==> config.mk <==
export PLATFORM = sky130hd
export DESIGN_NAME = precomp_support
export DESIGN_NICKNAME = d
export VERILOG_FILES = /design/src/precomp_pkg.sv /design/src/cap_fifo.sv /design/src/precomp_support.sv
export SDC_FILE = /design/constraint.sdc
export NUM_CORES = 1
export LEC_CHECK = 0
export BUFFER_PORTS_ARGS = -buffer_cell sky130_fd_sc_hd__buf_2
export CAP_MARGIN = 20
export CORE_MARGIN = 5
export CORE_UTILIZATION = 50
export CTS_CLUSTER_SIZE = 25
export DETAILED_ROUTE_END_ITERATION = 10
export PLACE_DENSITY = 0.69
export SYNTH_ARGS = -nofsm -noshare
export SYNTH_HDL_FRONTEND = slang
export SYNTH_HIERARCHICAL = 1
export SYNTH_SLANG_ARGS = --single-unit
==> constraint.sdc <==
create_clock -name ref_clk -period 3.45 [get_ports ref_clk]
set_clock_uncertainty 0.15 [all_clocks]
set_input_delay 0.5175 -clock ref_clk [delete_from_list [all_inputs] [get_ports ref_clk]]
set_output_delay 0.5175 -clock ref_clk [all_outputs]
set_load 0.01 [all_outputs]
==> src/precomp_pkg.sv <==
// Shared constants and types for the precompensation and separator support block
package precomp_pkg;

  // Positions of the pin inputs inside the synchroniser vectors
  localparam int NUM_IN = 9;
  localparam int IDX_DRC = 0;      // Double-rate clock pin
  localparam int IDX_RD = 1;       // Serial read data from the drive
  localparam int IDX_RG = 2;       // Read gate
  localparam int IDX_WG = 3;       // Write gate
  localparam int IDX_WD = 4;       // Write data
  localparam int IDX_EARLY_N = 5;  // Early request, active low
  localparam int IDX_LATE_N = 6;   // Late request, active low
  localparam int IDX_PEN = 7;      // Precompensation enable
  localparam int IDX_MR = 8;       // Master reset pin

  // Shift-select codes, one-hot as {early, nominal, late}
  localparam logic [2:0] SHIFT_EARLY = 3'h4;
  localparam logic [2:0] SHIFT_NOMINAL = 3'h2;
  localparam logic [2:0] SHIFT_LATE = 3'h1;
  localparam logic [2:0] SHIFT_RST = SHIFT_NOMINAL;

  // Divider figures: a fast floppy half period is five double-rate half periods
  localparam logic [2:0] FAST_HALF_EDGES = 3'h5;
  localparam logic [2:0] FAST_CNT_LAST = FAST_HALF_EDGES - 3'h1;
  localparam logic [2:0] FAST_CNT_RST = 3'h0;
  localparam int NOMINAL_WRITE_CLOCK_KHZ = 5000;  // Nominal write clock with a 10 MHz double-rate input

  // Reset values of the clock outputs and flags
  localparam logic CLK_OUT_RST = 1'b0;
  localparam logic FLAG_RST = 1'b0;
  localparam logic [NUM_IN-1:0] SYNC_RST = 9'h060;  // Request pins idle high

  // Capture buffer shape: {write data bit, shift code}
  localparam int CAP_WIDTH = 4;
  localparam int CAP_DEPTH = 8;

  // Data separator reference selection
  typedef enum logic [2:0] {
    MODE_IDLE = 3'b001,
    MODE_READ = 3'b010,
    MODE_WRITE = 3'b100
  } sep_mode_t;

endpackage

==> src/cap_fifo.sv <==
// Small valid/ready FIFO built from flip-flops
`timescale 1ns/10ps
module cap_fifo
  import precomp_pkg::*;
#(
  parameter int WIDTH = CAP_WIDTH,
  parameter int DEPTH = CAP_DEPTH
)
(
  input wire logic ref_clk,
  input wire logic rst,
  input wire logic in_valid,
  output logic in_ready,
  input wire logic [WIDTH-1:0] in_data,
  output logic out_valid,
  input wire logic out_ready,
  output logic [WIDTH-1:0] out_data
);

  localparam int PW = $clog2(DEPTH);
  localparam logic [PW:0] DEPTH_CNT = (PW+1)'(DEPTH);
  localparam logic [PW-1:0] PTR_LAST = PW'(DEPTH - 1);

  // Whole state of the FIFO
  typedef struct packed {
    logic [DEPTH-1:0][WIDTH-1:0] mem;
    logic [PW-1:0] wr_ptr;
    logic [PW-1:0] rd_ptr;
    logic [PW:0] count;
  } fifo_state_t;

  fifo_state_t cur_q;
  fifo_state_t nxt_d;
  logic push;
  logic pop;

  // Honest flags straight from the occupancy count
  assign in_ready = (cur_q.count != DEPTH_CNT);
  assign out_valid = (cur_q.count != '0);
  assign out_data = cur_q.mem[cur_q.rd_ptr];
  assign push = in_valid && in_ready;
  assign pop = out_valid && out_ready;

  // Next state: write, read and count
  always_comb
  begin
    nxt_d = cur_q;
    if (push)
    begin
      nxt_d.mem[cur_q.wr_ptr] = in_data;
      nxt_d.wr_ptr = (cur_q.wr_ptr == PTR_LAST) ? '0 : cur_q.wr_ptr + 1'b1;
    end
    if (pop)
    begin
      nxt_d.rd_ptr = (cur_q.rd_ptr == PTR_LAST) ? '0 : cur_q.rd_ptr + 1'b1;
    end
    // Simultaneous push and pop leaves the count alone
    if (push && !pop)
    begin
      nxt_d.count = cur_q.count + 1'b1;
    end
    else if (pop && !push)
    begin
      nxt_d.count = cur_q.count - 1'b1;
    end
  end

  // State register
  always_ff @(posedge ref_clk or posedge rst)
  begin
    if (rst)
    begin
      cur_q <= '0;
    end
    else
    begin
      cur_q <= nxt_d;
    end
  end
endmodule

==> src/precomp_support.sv <==
// Write precompensation latch, clock dividers and separator reference select
`timescale 1ns/10ps
module precomp_support
  import precomp_pkg::*;
(
  input wire logic ref_clk,
  input wire logic rst,
  input wire logic double_rate_clock_in,
  input wire logic read_data_in,
  input wire logic read_gate_in,
  input wire logic write_gate_in,
  input wire logic write_data_in,
  input wire logic early_req_n,
  input wire logic late_req_n,
  input wire logic precomp_enable_in,
  input wire logic master_reset_in,
  output logic early_shift_select,
  output logic nominal_shift_select,
  output logic late_shift_select,
  output logic write_clock_out,
  output logic fast_floppy_clock,
  output logic slow_floppy_clock,
  output logic data_out,
  output logic [2:0] sep_mode,
  output logic capture_accept,
  output logic capture_overrun,
  output logic capture_valid,
  input wire logic capture_take,
  output logic [CAP_WIDTH-1:0] capture_data
);

  // Decode of the request pins into a one-hot shift code
  // Gate and enable tested again so the decode is safe on its own
  function automatic logic [2:0] shift_decode(input logic pen, input logic wg, input logic early_n,
                                              input logic late_n);
    logic early;
    logic late;
    early = !early_n;
    late = !late_n;
    if (!pen || !wg)
    begin
      shift_decode = SHIFT_NOMINAL;
    end
    else if (early && !late)
    begin
      shift_decode = SHIFT_EARLY;
    end
    else if (late && !early)
    begin
      shift_decode = SHIFT_LATE;
    end
    else
    begin
      shift_decode = SHIFT_NOMINAL;  // Both or neither asserted
    end
  endfunction

  // Whole state of the block
  typedef struct packed {
    logic [NUM_IN-1:0] meta;  // First synchroniser stage
    logic [NUM_IN-1:0] sync;  // Second synchroniser stage
    logic drc_prev;           // Delayed double-rate level for edges
    logic wc;                 // Write clock
    logic [2:0] fast_cnt;     // Half-period counter of the fast clock
    logic fast;               // Fast floppy clock
    logic slow;               // Slow floppy clock
    logic [2:0] shift;        // Shift-select latch
    sep_mode_t mode;          // Separator reference mode
    logic dout;               // Selected reference
    logic push;               // Capture request
    logic [CAP_WIDTH-1:0] push_data;
    logic overrun;            // Sticky lost-capture flag
  } state_t;

  state_t cur_q;
  state_t nxt_d;
  logic [NUM_IN-1:0] pins;
  logic drc;
  logic drc_rise;
  logic drc_fall;
  logic mr;
  logic write_ok;
  logic fifo_in_ready;

  // Pin bundle in synchroniser order
  assign pins = {master_reset_in, precomp_enable_in, late_req_n, early_req_n, write_data_in,
                 write_gate_in, read_gate_in, read_data_in, double_rate_clock_in};

  // Edges are seen only after two stages
  // Limitation: each double-rate level must last at least one ref_clk cycle,
  // or the detector misses the edge and the dividers slip
  assign drc = cur_q.sync[IDX_DRC];
  assign drc_rise = drc && !cur_q.drc_prev;
  assign drc_fall = !drc && cur_q.drc_prev;
  assign mr = cur_q.sync[IDX_MR];
  assign write_ok = cur_q.sync[IDX_PEN] && cur_q.sync[IDX_WG];

  // Next-state logic
  always_comb
  begin
    nxt_d = cur_q;
    nxt_d.meta = pins;
    nxt_d.sync = cur_q.meta;
    nxt_d.drc_prev = drc;
    nxt_d.push = 1'b0;

    // Clock generator; master reset holds it cleared
    if (mr)
    begin
      nxt_d.wc = CLK_OUT_RST;
      nxt_d.fast = CLK_OUT_RST;
      nxt_d.slow = CLK_OUT_RST;
      nxt_d.fast_cnt = FAST_CNT_RST;
      nxt_d.overrun = FLAG_RST;
    end
    else
    begin
      // Toggle per rising edge gives a 50 percent halved clock
      if (drc_rise)
      begin
        nxt_d.wc = !cur_q.wc;
      end
      // Counting both edges keeps the odd divider symmetrical
      if (drc_rise || drc_fall)
      begin
        if (cur_q.fast_cnt == FAST_CNT_LAST)
        begin
          nxt_d.fast_cnt = FAST_CNT_RST;
          nxt_d.fast = !cur_q.fast;
          if (cur_q.fast)
          begin
            nxt_d.slow = !cur_q.slow;
          end
        end
        else
        begin
          nxt_d.fast_cnt = cur_q.fast_cnt + 3'h1;
        end
      end
    end

    // Shift latch: nominal at once when precomp or write gate is off, else latched on falling edge
    if (!write_ok)
    begin
      nxt_d.shift = SHIFT_NOMINAL;
    end
    else if (drc_fall)
    begin
      nxt_d.shift = shift_decode(cur_q.sync[IDX_PEN], cur_q.sync[IDX_WG], cur_q.sync[IDX_EARLY_N],
                                 cur_q.sync[IDX_LATE_N]);
      nxt_d.push = 1'b1;
      nxt_d.push_data = {cur_q.sync[IDX_WD], nxt_d.shift};
    end

    // A capture the buffer could not take is remembered until master reset
    if (cur_q.push && !fifo_in_ready)
    begin
      nxt_d.overrun = 1'b1;
    end

    // Write gate wins over read gate
    if (cur_q.sync[IDX_WG])
    begin
      nxt_d.mode = MODE_WRITE;
    end
    else if (cur_q.sync[IDX_RG])
    begin
      nxt_d.mode = MODE_READ;
    end
    else
    begin
      nxt_d.mode = MODE_IDLE;
    end

    // Reference mux driven from the registered mode
    unique case (cur_q.mode)
      MODE_IDLE: nxt_d.dout = drc;
      MODE_READ: nxt_d.dout = cur_q.sync[IDX_RD];
      MODE_WRITE: nxt_d.dout = cur_q.sync[IDX_WD];
    endcase
  end

  // State register
  always_ff @(posedge ref_clk or posedge rst)
  begin
    if (rst)
    begin
      cur_q.meta <= SYNC_RST;
      cur_q.sync <= SYNC_RST;
      cur_q.drc_prev <= SYNC_RST[IDX_DRC];
      cur_q.wc <= CLK_OUT_RST;
      cur_q.fast_cnt <= FAST_CNT_RST;
      cur_q.fast <= CLK_OUT_RST;
      cur_q.slow <= CLK_OUT_RST;
      cur_q.shift <= SHIFT_RST;
      cur_q.mode <= MODE_IDLE;
      cur_q.dout <= CLK_OUT_RST;
      cur_q.push <= FLAG_RST;
      cur_q.push_data <= '0;
      cur_q.overrun <= FLAG_RST;
    end
    else
    begin
      cur_q <= nxt_d;
    end
  end

  // Outputs from flip-flops except capture_accept, capture_valid and capture_data, which come from the buffer; the delay line outside reads the selects
  assign early_shift_select = cur_q.shift[2];
  assign nominal_shift_select = cur_q.shift[1];
  assign late_shift_select = cur_q.shift[0];
  assign write_clock_out = cur_q.wc;
  assign fast_floppy_clock = cur_q.fast;
  assign slow_floppy_clock = cur_q.slow;
  assign data_out = cur_q.dout;
  assign sep_mode = cur_q.mode;
  assign capture_overrun = cur_q.overrun;
  assign capture_accept = fifo_in_ready;

  // Buffer of latched shift decisions for a downstream consumer
  cap_fifo #(
    .WIDTH(CAP_WIDTH),
    .DEPTH(CAP_DEPTH)
  ) u_cap_fifo (
    .ref_clk(ref_clk),
    .rst(rst),
    .in_valid(cur_q.push),
    .in_ready(fifo_in_ready),
    .in_data(cur_q.push_data),
    .out_valid(capture_valid),
    .out_ready(capture_take),
    .out_data(capture_data)
  );
endmodule

==> results of run 1 <==
## worst register-to-register path: stages, from the launching register on
cell and delay (ns):
dfrtp_1 0.48, or4_2 0.71, nand2_1 0.18, ha_1 0.27
inv_1 0.12, ha_1 0.36, or4_1 0.54, nand3_1 0.10
o221ai_1 0.11
## kinds of logic after synthesis
group,count (synthesis)
XOR/XNOR,5
adder cells (fa/ha/maj),14
flip-flops,80
buffers and inverters,20
AO/OA/AOI/OAI,15
AND/OR/NAND/NOR,47
multiplexers,59
## area by class of cell
| type | count | area (sq um) |
|---|---|---|
| tap | 80 | 100 |
| inverter | 14 | 52.6 |
| timing repair buffer | 31 | 163 |
| multi-input combinational | 140 | 1370 |
| sequential | 80 | 2010 |
| clock buffer | 9 | 124 |
| fill | 544 | 2860 |
| clock inverter | 7 | 78.8 |
## layout by cell type, fill, tap and decap left out, types with 2 or more instances in the layout
master	Yosys	routed
a21oi_1	5	5
buf_2	1	28
buf_4	3	3
clkbuf_8	0	9
clkinvlp_4	0	2
dfrtp_1	74	74
dfstp_2	6	6
ha_1	13	13
inv_1	13	13
inv_6	0	2
mux2_1	4	4
mux2_2	43	43
mux2i_1	4	4
mux4_2	8	8
nand2_1	9	9
nand3_1	3	3
nand3b_1	4	4
nand4b_1	3	3
nor2_1	12	12
nor2b_1	2	2
nor3_1	2	2
nor4b_2	2	2
o21ai_0	2	2
or3_1	3	3
xnor2_1	3	3
xor2_1	2	2
## metrics by stage
stage | area, sq um | setup WS, ns | hold WS, ns | instances | total power [mW]
finish | 3890 | 0.303 | 0.108 | 361 | 2.64
global route | 3890 | 0.142 | 0.0831 | 361 | 2.80
CTS | 3890 | 0.311 | 0.0857 | 361 | 2.68
detailed placement | 3690 | 0.321 | 0.188 | 345 | 1.96
global placement | 3690 | 0.454 | 0.182 | 345 | 1.94
floorplan | 3460 | 0.480 | 0.181 | 240 | 1.78
## report_power, final
group | switching (mW) | internal [mW] | total (mW) | leakage, nW
registers | 0.225 | 1.11 | 1.34 | 1.02
clock network | 0.359 | 0.343 | 0.702 | 0.0982
logic | 0.229 | 0.368 | 0.597 | 0.734
total | 0.814 | 1.83 | 2.64 | 1.85
## routing by layer
metal,vias to the layer above,wire length (um),share of wire (%)
li1,924,-,-
met1,990,2740,48
met2,26,2720,47
met3,10,149,2.6
met4,0,136,2.4
met5,-,0,0
## path summary, 6_finish.rpt
| path | from | endpoint | slack (ns) | cells past startpoint |
|---|---|---|---|---|
| max in group asynchronous | rst | sep_mode[0]$_DFF_PP1_ | 2.22 | 3 |
| worst max register to register | u_cap_fifo/cur_q[0]$_DFFE_PP0P_ | u_cap_fifo/cur_q[3]$_DFFE_PP0P_ | 0.30 | 8 |
| worst min-delay path | early_req_n | cur_q[34]$_DFF_PP1_ | 0.11 | 1 |
| worst min register to register | cur_q[32]$_DFF_PP0_ | cur_q[23]$_DFF_PP0_ | 0.21 | 0 |
| worst max-delay path | u_cap_fifo/cur_q[0]$_DFFE_PP0P_ | u_cap_fifo/cur_q[3]$_DFFE_PP0P_ | 0.30 | 8 |
| min in group asynchronous | rst | u_cap_fifo/cur_q[9]$_DFFE_PP0P_ | 0.14 | 3 |
==> results.json, run 1 <==
{
  "vias": 1950,
  "yosys-top-cells-count": "dfrtp_1, mux2_2, ha_1, inv_1, nor2_1",
  "synth_xor_area_share_pct": 1.26,
  "max-slew-margin-rel_pct": 39.7,
  "cp_top_family": "simple AND/OR/NAND/NOR gates",
  "grt_pass1_wl_mm": 9.94,
  "cts.sinks": 80,
  "antenna_left": 0,
  "area_growth_pct": 12.4,
  "syn_inst": 240,
  "root_buffer": "clkbuf_8",
  "yosys_warnings": 6,
  "ys_async_sr_fraction_pct": 100,
  "die_h_um": 93.2,
  "wl_mm": 5.75,
  "slowest_stage": "or4_2",
  "start_util_pct": 51.3,
  "coreArea_sq_mm": 0.00676,
  "yosysUniqueCellTypes": 41,
  "synth_compound_area_share_pct": 2.82,
  "synth_edf_count": 0,
  "grt_max_degree": 43,
  "cts_setup_buffers": 0,
  "dp_hpwl_mm": 4.07,
  "overflow": 0,
  "synth_area_leaders": "dfrtp_1, mux2_2, mux4_2, ha_1, dfstp_2",
  "htreeDepth": 3,
  "drt-pass1-iter-count": 4,
  "crit_arrival_ns": 3.22,
  "grt_use_met3_pct": 2.98,
  "synth.avg_cell_area_sq_um": 14.4,
  "grt_use_total_pct": 15.1,
  "path_class": "reg2reg",
  "ioPinCount": 29,
  "drc": 0,
  "cts_buffers": 9,
  "clkLatencyLatePin_ns": 0.35,
  "final-setup-viol-count": 0,
  "syn_nets": 266,
  "path_cells": "or4_2, nand2_1, ha_1, inv_1, ha_1, or4_1, nand3_1, o221ai_1",
  "use_met2_pct": 22.4,
  "regMostFlops": "u_cap_fifo/cur_q",
  "path_buf_inv": 1,
  "slew_viol_final": 0,
  "leakage_nw": 1.85,
  "ys.flop_type": "dfrtp_1",
  "dieArea_sq_mm": 0.00869,
  "path_common_cell": "ha_1",
  "outcome": "finished, final reports clean",
  "holdCritPathClass": "in2reg",
  "hold_viol": 0,
  "nNetsFinal": 302,
  "max_freq_mhz": 318,
  "cts_tree": "done",
  "viasPerCell": 5.40,
  "vdd_drop_max_mv": 0.283,
  "largest_register_ff_count": 42,
  "maxCapViolCount": 0,
  "synth_top_family_by_area": "multiplexers",
  "grt_antenna_before_repair": 0,
  "synth_area_sq_mm": 0.00346,
  "rows": 30,
  "min_period_ns": 3.15,
  "drive_gt1_share_pct": 39.5,
  "busiest_layer": "met2",
  "avgRoutedWirePerCell_um": 15.9,
  "gr-usage-met1_pct": 21.0,
  "clk_path_buf_depth": 2,
  "synthMuxAreaShare_pct": 21.6,
  "tightestPinTransition_ns": 0.897,
  "cp-end-kind": "flip-flop",
  "yosys.area_share.adder_pct": 5.27,
  "worstPathRequired_ns": 3.52,
  "synth_top_cell_area_share_pct": 53.4,
  "fin_crit_sh_pct": 91.2,
  "synth_simple_gate_area_share_pct": 8.49,
  "drt_iter0_drc": 54,
  "startpoint_type": "flip-flop",
  "ys_ff_latch": 80,
  "worstPathMaxFanout": 6,
  "setup_tns_ns": 0,
  "utilization_pct": 57.6,
  "slowest_delay_ns": 0.71,
  "rsz0062_at_grt": "false",
  "clkTransAtPathRegs_ns": 0.09,
  "ys_seq_area_share_pct": 58.0,
  "p_per_area_mw_per_mm2": 678,
  "yosysTopAreaCell": "dfrtp_1",
  "diodes": 0,
  "ctsHoldBuffers": 0,
  "post_cts_resized": 0,
  "port_buffers": 28,
  "gp_congestion": 0.727,
  "die_x_um": 93.2,
  "grt_pass1_vias": 2012,
  "yosysMostFrequentCell": "dfrtp_1"
}
(Power assumes the default switching activity.)
==> run 2, diff against run 1 <==
--- a/config.mk
+++ b/config.mk
@@ -5,13 +5,14 @@
 export SDC_FILE = /design/constraint.sdc
 export NUM_CORES = 1
 export LEC_CHECK = 0
-export BUFFER_PORTS_ARGS = -buffer_cell sky130_fd_sc_hd__buf_2
+export ABC_AREA = 1
+export BUFFER_PORTS_ARGS = -buffer_cell sky130_fd_sc_hd__clkbuf_2
 export CAP_MARGIN = 20
 export CORE_MARGIN = 5
 export CORE_UTILIZATION = 50
 export CTS_CLUSTER_SIZE = 25
 export DETAILED_ROUTE_END_ITERATION = 10
-export PLACE_DENSITY = 0.69
+export PLACE_DENSITY = 0.68
 export SYNTH_ARGS = -nofsm -noshare
 export SYNTH_HDL_FRONTEND = slang
 export SYNTH_HIERARCHICAL = 1
==> results.json, run 2 <==
{
  "outcome": "finished, final reports clean",
  "synth_area_sq_mm": 0.00366,
  "antenna_left": 0,
  "seq_area_sq_mm": 0.00201,
  "grt_antenna_before_repair": 0,
  "ys.flop_type": "dfrtp_1",
  "regMostFlops": "u_cap_fifo/cur_q",
  "dp_worst_setup_slack_ns": 1.12,
  "ctsHoldBuffers": 0,
  "dieArea_sq_mm": 0.00913,
  "htreeDepth": 3,
  "final_common_cell": "nand2_1",
  "worstPathRequired_ns": 2.78,
  "drt_iter0_drc": 169,
  "drive_gt1_share_pct": 13.9,
  "setup_tns_ns": 0,
  "seqPwrFrac_pct": 44.1,
  "grt_pass1_vias": 2755,
  "final_area_sq_mm": 0.00411,
  "fin_crit_sh_pct": 74.5,
  "grt_pass1_wl_mm": 12.8,
  "die_h_um": 95.5,
  "synth.avg_cell_area_sq_um": 8.63,
  "worst_slack_ns": 0.881,
  "cts_setup_buffers": 0,
  "crit_arrival_ns": 1.90,
  "leakage_nw": 2.19,
  "gp_congestion": 0.842,
  "rsz0062_at_grt": "false",
  "cp-end-kind": "primary output",
  "drt-pass1-iter-count": 6,
  "clkLatencyLatePin_ns": 0.35,
  "wl_mm": 7.35,
  "max-slew-margin-rel_pct": 57.7,
  "clkTransAtPathRegs_ns": 0.08,
  "final-setup-viol-count": 0,
  "ys_seq_area_share_pct": 54.9,
  "fillers": 661,
  "min_period_ns": 2.57,
  "multiInputGateArea_sq_mm": 0.00144,
  "yosysTopAreaCell": "dfrtp_1",
  "clk_path_buf_depth": 2,
  "coreArea_sq_mm": 0.00718,
  "yosysUniqueCellTypes": 25,
  "avgRoutedWirePerCell_um": 13.3,
  "holdCritPathClass": "in2async",
  "placed_area_sq_mm": 0.00386,
  "ys_async_sr_fraction_pct": 100,
  "overflow": 0,
  "worstPathMaxFanout": 20,
  "cts.sinks": 80,
  "grt_max_degree": 43,
  "cts_buffers": 9,
  "maxCapViolCount": 0,
  "syn_inst": 424,
  "final_cell_mix": "nand2_1, dfrtp_1, nand4_1",
  "dp_hpwl_mm": 5.05,
  "max_freq_mhz": 389,
  "viasPerCell": 5.13,
  "port_buffers": 28,
  "p_per_area_mw_per_mm2": 704,
  "yosysMostFrequentCell": "nand2_1",
  "slew_viol_final": 0,
  "drc": 0,
  "startpoint_type": "flip-flop",
  "pwr-share-clk_pct": 28.7,
  "yosys-top-cells-count": "nand2_1, dfrtp_1, nand4_1, inv_1, o21ai_0",
  "switching_share_pct": 35.4,
  "path_class": "reg2out",
  "slowest_stage": "dfrtp_1",
  "start_util_pct": 51.0,
  "path_cells": "buf_4, inv_1, nand2_1, nand2_1, nand2_1, o21ai_0, nand2_1, nand2_1, clkbuf_2",
  "syn_nets": 450,
  "yosys_warnings": 6,
  "vias": 2830,
  "path_buf_inv": 3,
  "ioPinCount": 29,
  "power_frac_comb_pct": 27.2,
  "cp_top_family": "buffers and inverters",
  "path_common_cell": "nand2_1",
  "area_growth_pct": 12.3,
  "rows": 31,
  "p_int_mw": 1.87,
  "synth_area_leaders": "dfrtp_1, nand2_1, nand4_1, ha_1, dfstp_2",
  "post_cts_resized": 0,
  "tightestPinTransition_ns": 0.629,
  "vdd_drop_max_mv": 0.307,
  "root_buffer": "clkbuf_8",
  "hold_viol": 0,
  "largest_register_ff_count": 42,
  "cts_tree": "done",
  "synth_edf_count": 0,
  "nNetsFinal": 474,
  "switching_power_mw": 1.02,
  "synth_top_cell_area_share_pct": 50.6,
  "grt_use_total_pct": 18.1,
  "ys_ff_latch": 80,
  "slowest_delay_ns": 0.37,
  "die_x_um": 95.5,
  "diodes": 0
}
[run 2: cell count changes after synthesis, sizes merged, moves of 8 or more]
cell | previous run | this run
nand2 | 9 | 162
mux2 | 47 | 0
nand4 | 0 | 35
o21ai | 2 | 25
nand3 | 4 | 22
inv | 14 | 31
nor2 | 12 | 23
buf | 4 | 14
mux4 | 8 | 0
[run 2: layout make-up]
| class | instances | area share (%) |
|---|---|---|
| Tap cell | 99 | 3.02 |
| Inverter | 31 | 2.83 |
| Timing Repair Buffer | 33 | 4.33 |
| Clock inverter | 6 | 2.83 |
| Multi-Input combinational cell | 293 | 35.0 |
| Clock buffer | 10 | 3.11 |
| Sequential cell | 80 | 48.9 |
[run 2: path summary, 6_finish.rpt]
kind	start	end	slack, ns	cells after the start
max	u_cap_fifo/cur_q[4]$_DFFE_PP0P_	capture_data[0]	0.88	9
max in group asynchronous	rst	u_cap_fifo/cur_q[19]$_DFFE_PP0P_	2.65	3
min in group ref_clk	early_req_n	cur_q[34]$_DFF_PP1_	0.10	1
min reg2reg	cur_q[32]$_DFF_PP0_	cur_q[23]$_DFF_PP0_	0.20	0
min	rst	fast_floppy_clock$_DFFE_PP0P_	0.09	3
max reg2reg	u_cap_fifo/cur_q[0]$_DFFE_PP0P_	u_cap_fifo/cur_q[3]$_DFFE_PP0P_	1.06	11
[run 2: per-layer routing]
| metal | vias to the layer above | global-route usage, % | wire [um] |
|---|---|---|---|
| li1 | 1423 | - | - |
| met1 | 1334 | 24.2 | 3310 |
| met2 | 63 | 28.6 | 3570 |
| met3 | 10 | 3.47 | 341 |
| met4 | 0 | 8.06 | 124 |
| met5 | - | 0 | 0 |
[run 2: power groups by stage]
stage               clock network (mW)  registers (mW)  logic [mW]
finish                           0.830            1.28       0.787
global route                     0.899            1.30       0.906
CTS                              0.858            1.27       0.785
detailed placement                   0            1.29       0.780
global placement                     0            1.29       0.765
floorplan                            0            1.22       0.623
[run 2: per-stage QoR]
stage	utilization [%]	std cells	total power, mW	hold slack, ns
after CTS	57.2	552	2.92	0.0773
after floorplan	-	424	1.85	0.181
after global routing	57.2	552	3.11	0.0819
final	57.2	552	2.89	0.0910
after detailed placement	53.8	536	2.07	0.185
after global placement	53.8	536	2.05	0.182
[run 2: tightest hold or removal path: stages]
cell      delay, ns
clkbuf_2       0.09
inv_1          0.04
buf_4          0.38
[run 2: logic make-up (layout without fill, tap and decap cells)]
group                      Yosys count  after routing  share of synthesized area (%)
and+or+nand+nor                    246            246                           29.4
DFF                                 80             80                           54.9
buffers and inverters               51             80                           5.78
AOI/OAI and AO/OA                   31             31                           4.41
adders and majority gates           14             14                           4.99
xor gates and xnor gates             2              2                          0.479
==> run 3, diff against run 2 <==
--- a/config.mk
+++ b/config.mk
@@ -5,14 +5,14 @@
 export SDC_FILE = /design/constraint.sdc
 export NUM_CORES = 1
 export LEC_CHECK = 0
-export ABC_AREA = 1
+export ABC_AREA = 0
 export BUFFER_PORTS_ARGS = -buffer_cell sky130_fd_sc_hd__clkbuf_2
 export CAP_MARGIN = 20
 export CORE_MARGIN = 5
 export CORE_UTILIZATION = 50
 export CTS_CLUSTER_SIZE = 25
 export DETAILED_ROUTE_END_ITERATION = 10
-export PLACE_DENSITY = 0.68
+export PLACE_DENSITY = 0.69
 export SYNTH_ARGS = -nofsm -noshare
 export SYNTH_HDL_FRONTEND = slang
 export SYNTH_HIERARCHICAL = 1
==> constraint.sdc (replaced) <==
create_clock -name ref_clk -period 2.37 [get_ports ref_clk]
set_clock_uncertainty 0.15 [all_clocks]
set_input_delay 0.3555 -clock ref_clk [delete_from_list [all_inputs] [get_ports ref_clk]]
set_output_delay 0.3555 -clock ref_clk [all_outputs]
set_load 0.01 [all_outputs]
==> results.json, run 3 (synthesis gave the netlist of run 1 again) <==
{
  "multiInputGateArea_sq_mm": 0.00143,
  "grt_max_degree": 39,
  "fin_crit_sh_pct": 100,
  "grt_pass1_wl_mm": 10.3,
  "reg2regPathDepth": 9,
  "p_per_area_mw_per_mm2": 972,
  "clkTransAtPathRegs_ns": 0.08,
  "path_class": "reg2reg",
  "placed_area_sq_mm": 0.00387,
  "dieArea_sq_mm": 0.00869,
  "area_growth_pct": 23.4,
  "startpoint_type": "flip-flop",
  "path_buf_inv": 2,
  "drt-pass1-iter-count": 4,
  "r2r-end": "u_cap_fifo/cur_q[3]$_DFFE_PP0P_",
  "antenna_left": 0,
  "cp-startpoint": "u_cap_fifo/cur_q[0]$_DFFE_PP0P_",
  "cts.sinks": 80,
  "vdd_drop_max_mv": 0.549,
  "grt_antenna_before_repair": 0,
  "gp_congestion": 0.770,
  "wl_mm": 6.18,
  "largest_register_ff_count": 42,
  "slew_viol_final": 0,
  "violations": "negative setup slack",
  "power_frac_comb_pct": 29.7,
  "cts_buffers": 9,
  "drc": 0,
  "worst_slack_ns": -0.00347,
  "switching_share_pct": 29.3,
  "viasPerCell": 5.25,
  "root_buffer": "clkbuf_8",
  "clk_path_buf_depth": 2,
  "fillers": 518,
  "die_x_um": 93.2,
  "path_common_cell": "ha_4",
  "drive_gt1_share_pct": 46.7,
  "seq_area_sq_mm": 0.00201,
  "cp_top_family": "simple AND/OR/NAND/NOR gates",
  "pwr-share-clk_pct": 24.8,
  "leakage_nw": 2.03,
  "p_int_mw": 2.94,
  "regMostFlops": "u_cap_fifo/cur_q",
  "holdCritPathClass": "reg2reg",
  "final_area_sq_mm": 0.00427,
  "dp_hpwl_mm": 4.34,
  "rsz0062_at_grt": "true",
  "overflow": 0,
  "htreeDepth": 3,
  "maxCapViolCount": 0,
  "final-setup-viol-count": 1,
  "hold_viol": 0,
  "start_util_pct": 51.3,
  "vias": 2073,
  "slowest_stage": "or4_4",
  "final_cell_mix": "dfrtp_1, mux2_2, clkbuf_2",
  "port_buffers": 28,
  "rows": 30,
  "rr_startpoint": "u_cap_fifo/cur_q[0]$_DFFE_PP0P_",
  "max_freq_mhz": 421,
  "worstPathRequired_ns": 2.44,
  "coreArea_sq_mm": 0.00676,
  "cts_tree": "done",
  "clkLatencyLatePin_ns": 0.34,
  "ioPinCount": 29,
  "die_h_um": 93.2,
  "outcome": "finished, violations left",
  "seqPwrFrac_pct": 45.5,
  "dp_worst_setup_slack_ns": -0.0449,
  "rrSetupSlack_ns": -0.003,
  "nNetsFinal": 336,
  "tightestPinTransition_ns": 0.605,
  "min_period_ns": 2.37,
  "max-slew-margin-rel_pct": 59.6,
  "cp.depth": 9,
  "final_common_cell": "dfrtp_1",
  "crit_arrival_ns": 2.44,
  "avgRoutedWirePerCell_um": 15.6,
  "switching_power_mw": 1.22,
  "grt_use_total_pct": 15.7,
  "diodes": 0,
  "drt_iter0_drc": 61,
  "grt_pass1_vias": 2089,
  "crit_end": "u_cap_fifo/cur_q[3]$_DFFE_PP0P_",
  "cp-end-kind": "flip-flop",
  "worstPathMaxFanout": 4,
  "slowest_delay_ns": 0.55,
  "path_cells": "or4_4, nand2_4, ha_4, inv_4, ha_4, buf_4, or3_1, mux2i_1, o221ai_2"
}
## run 3: cell count changes in the layout (fill, tap and decap cells not counted), sizes merged, moves of 8 or more
cell | previous run | this run
nand2 | 162 | 9
nand3 | 22 | 4
buf | 5 | 26
nand4 | 35 | 0
mux4 | 0 | 8
dlygate4sd3 | 0 | 10
nor2 | 23 | 12
mux2 | 0 | 47
inv | 32 | 15
o21ai | 25 | 2
## run 3: layer usage
metal	track usage (%)	share of wire (%)	vias up
met4	5.86	1.5	0
met5	0	0	-
li1	-	-	1002
met1	20.7	46	1040
met3	4.26	3.1	8
met2	24.9	50	23
## run 3: stage by stage
step | setup TNS (ns) | power, mW | util, % | hold slack, ns | instances
2_1_floorplan | -0.115 | 2.65 | - | 0.181 | 240
3_3_place_gp | 0 | 2.98 | 57.3 | 0.182 | 361
3_5_place_dp | -0.0449 | 3.04 | 57.3 | 0.186 | 361
4_1_cts | -0.0273 | 4.12 | 62.2 | 0.205 | 388
5_1_grt | -0.155 | 4.41 | 63.3 | 0.211 | 395
6_report | -0.00347 | 4.15 | 63.3 | 0.201 | 395
## run 3: what timing repair did
action / CTS / global route
cloned: 0 / 0
setup endpoints to repair: 5 / 5
hold endpoints to repair: 54 / 0
pin swaps: 4 / 4
hold buffers: 10 / 0
buffers inserted: 1 / 7
gates resized for setup: 5 / 2
## run 3: how the worst min path moves through the flow
stage                        start                  end  slack [ns]  depth (start not counted)
2_1_floorplan  cur_q[29]$_DFF_PP0_  cur_q[20]$_DFF_PP0_        0.18                          0
6_report       cur_q[36]$_DFF_PP0_  cur_q[27]$_DFF_PP0_        0.20                          0
4_1_cts        cur_q[36]$_DFF_PP0_  cur_q[27]$_DFF_PP0_        0.21                          0
3_3_place_gp   cur_q[32]$_DFF_PP0_  cur_q[23]$_DFF_PP0_        0.18                          0
5_1_grt        cur_q[34]$_DFF_PP1_  cur_q[25]$_DFF_PP1_        0.21                          0
3_5_place_dp   cur_q[36]$_DFF_PP0_  cur_q[27]$_DFF_PP0_        0.19                          0
## run 3: layout make-up
class                      count  share of cell area [%]
clock inverter                 4                    1.23
timing repair buffer          65                    11.0
multi-input combinational    140                    33.3
inverter                      14                    1.35
tap                           80                    2.34
sequential                    80                    47.1
clock buffer                  12                    3.63
## run 3: worst reg2reg max path, cell delays in order, from the launching register on
cell and delay, ns:
dfrtp_2 0.40, or4_4 0.55, nand2_4 0.09, ha_4 0.15, inv_4 0.05, ha_4 0.15
buf_4 0.13, or3_1 0.31, mux2i_1 0.16, o221ai_2 0.11
## run 3: power groups by stage
stage	registers, mW	logic, mW	clock network [mW]
floorplan	1.84	0.810	0
global placement	1.93	1.06	0
detailed placement	1.95	1.09	0
CTS	1.92	1.14	1.06
global route	1.93	1.36	1.12
finish	1.89	1.23	1.03
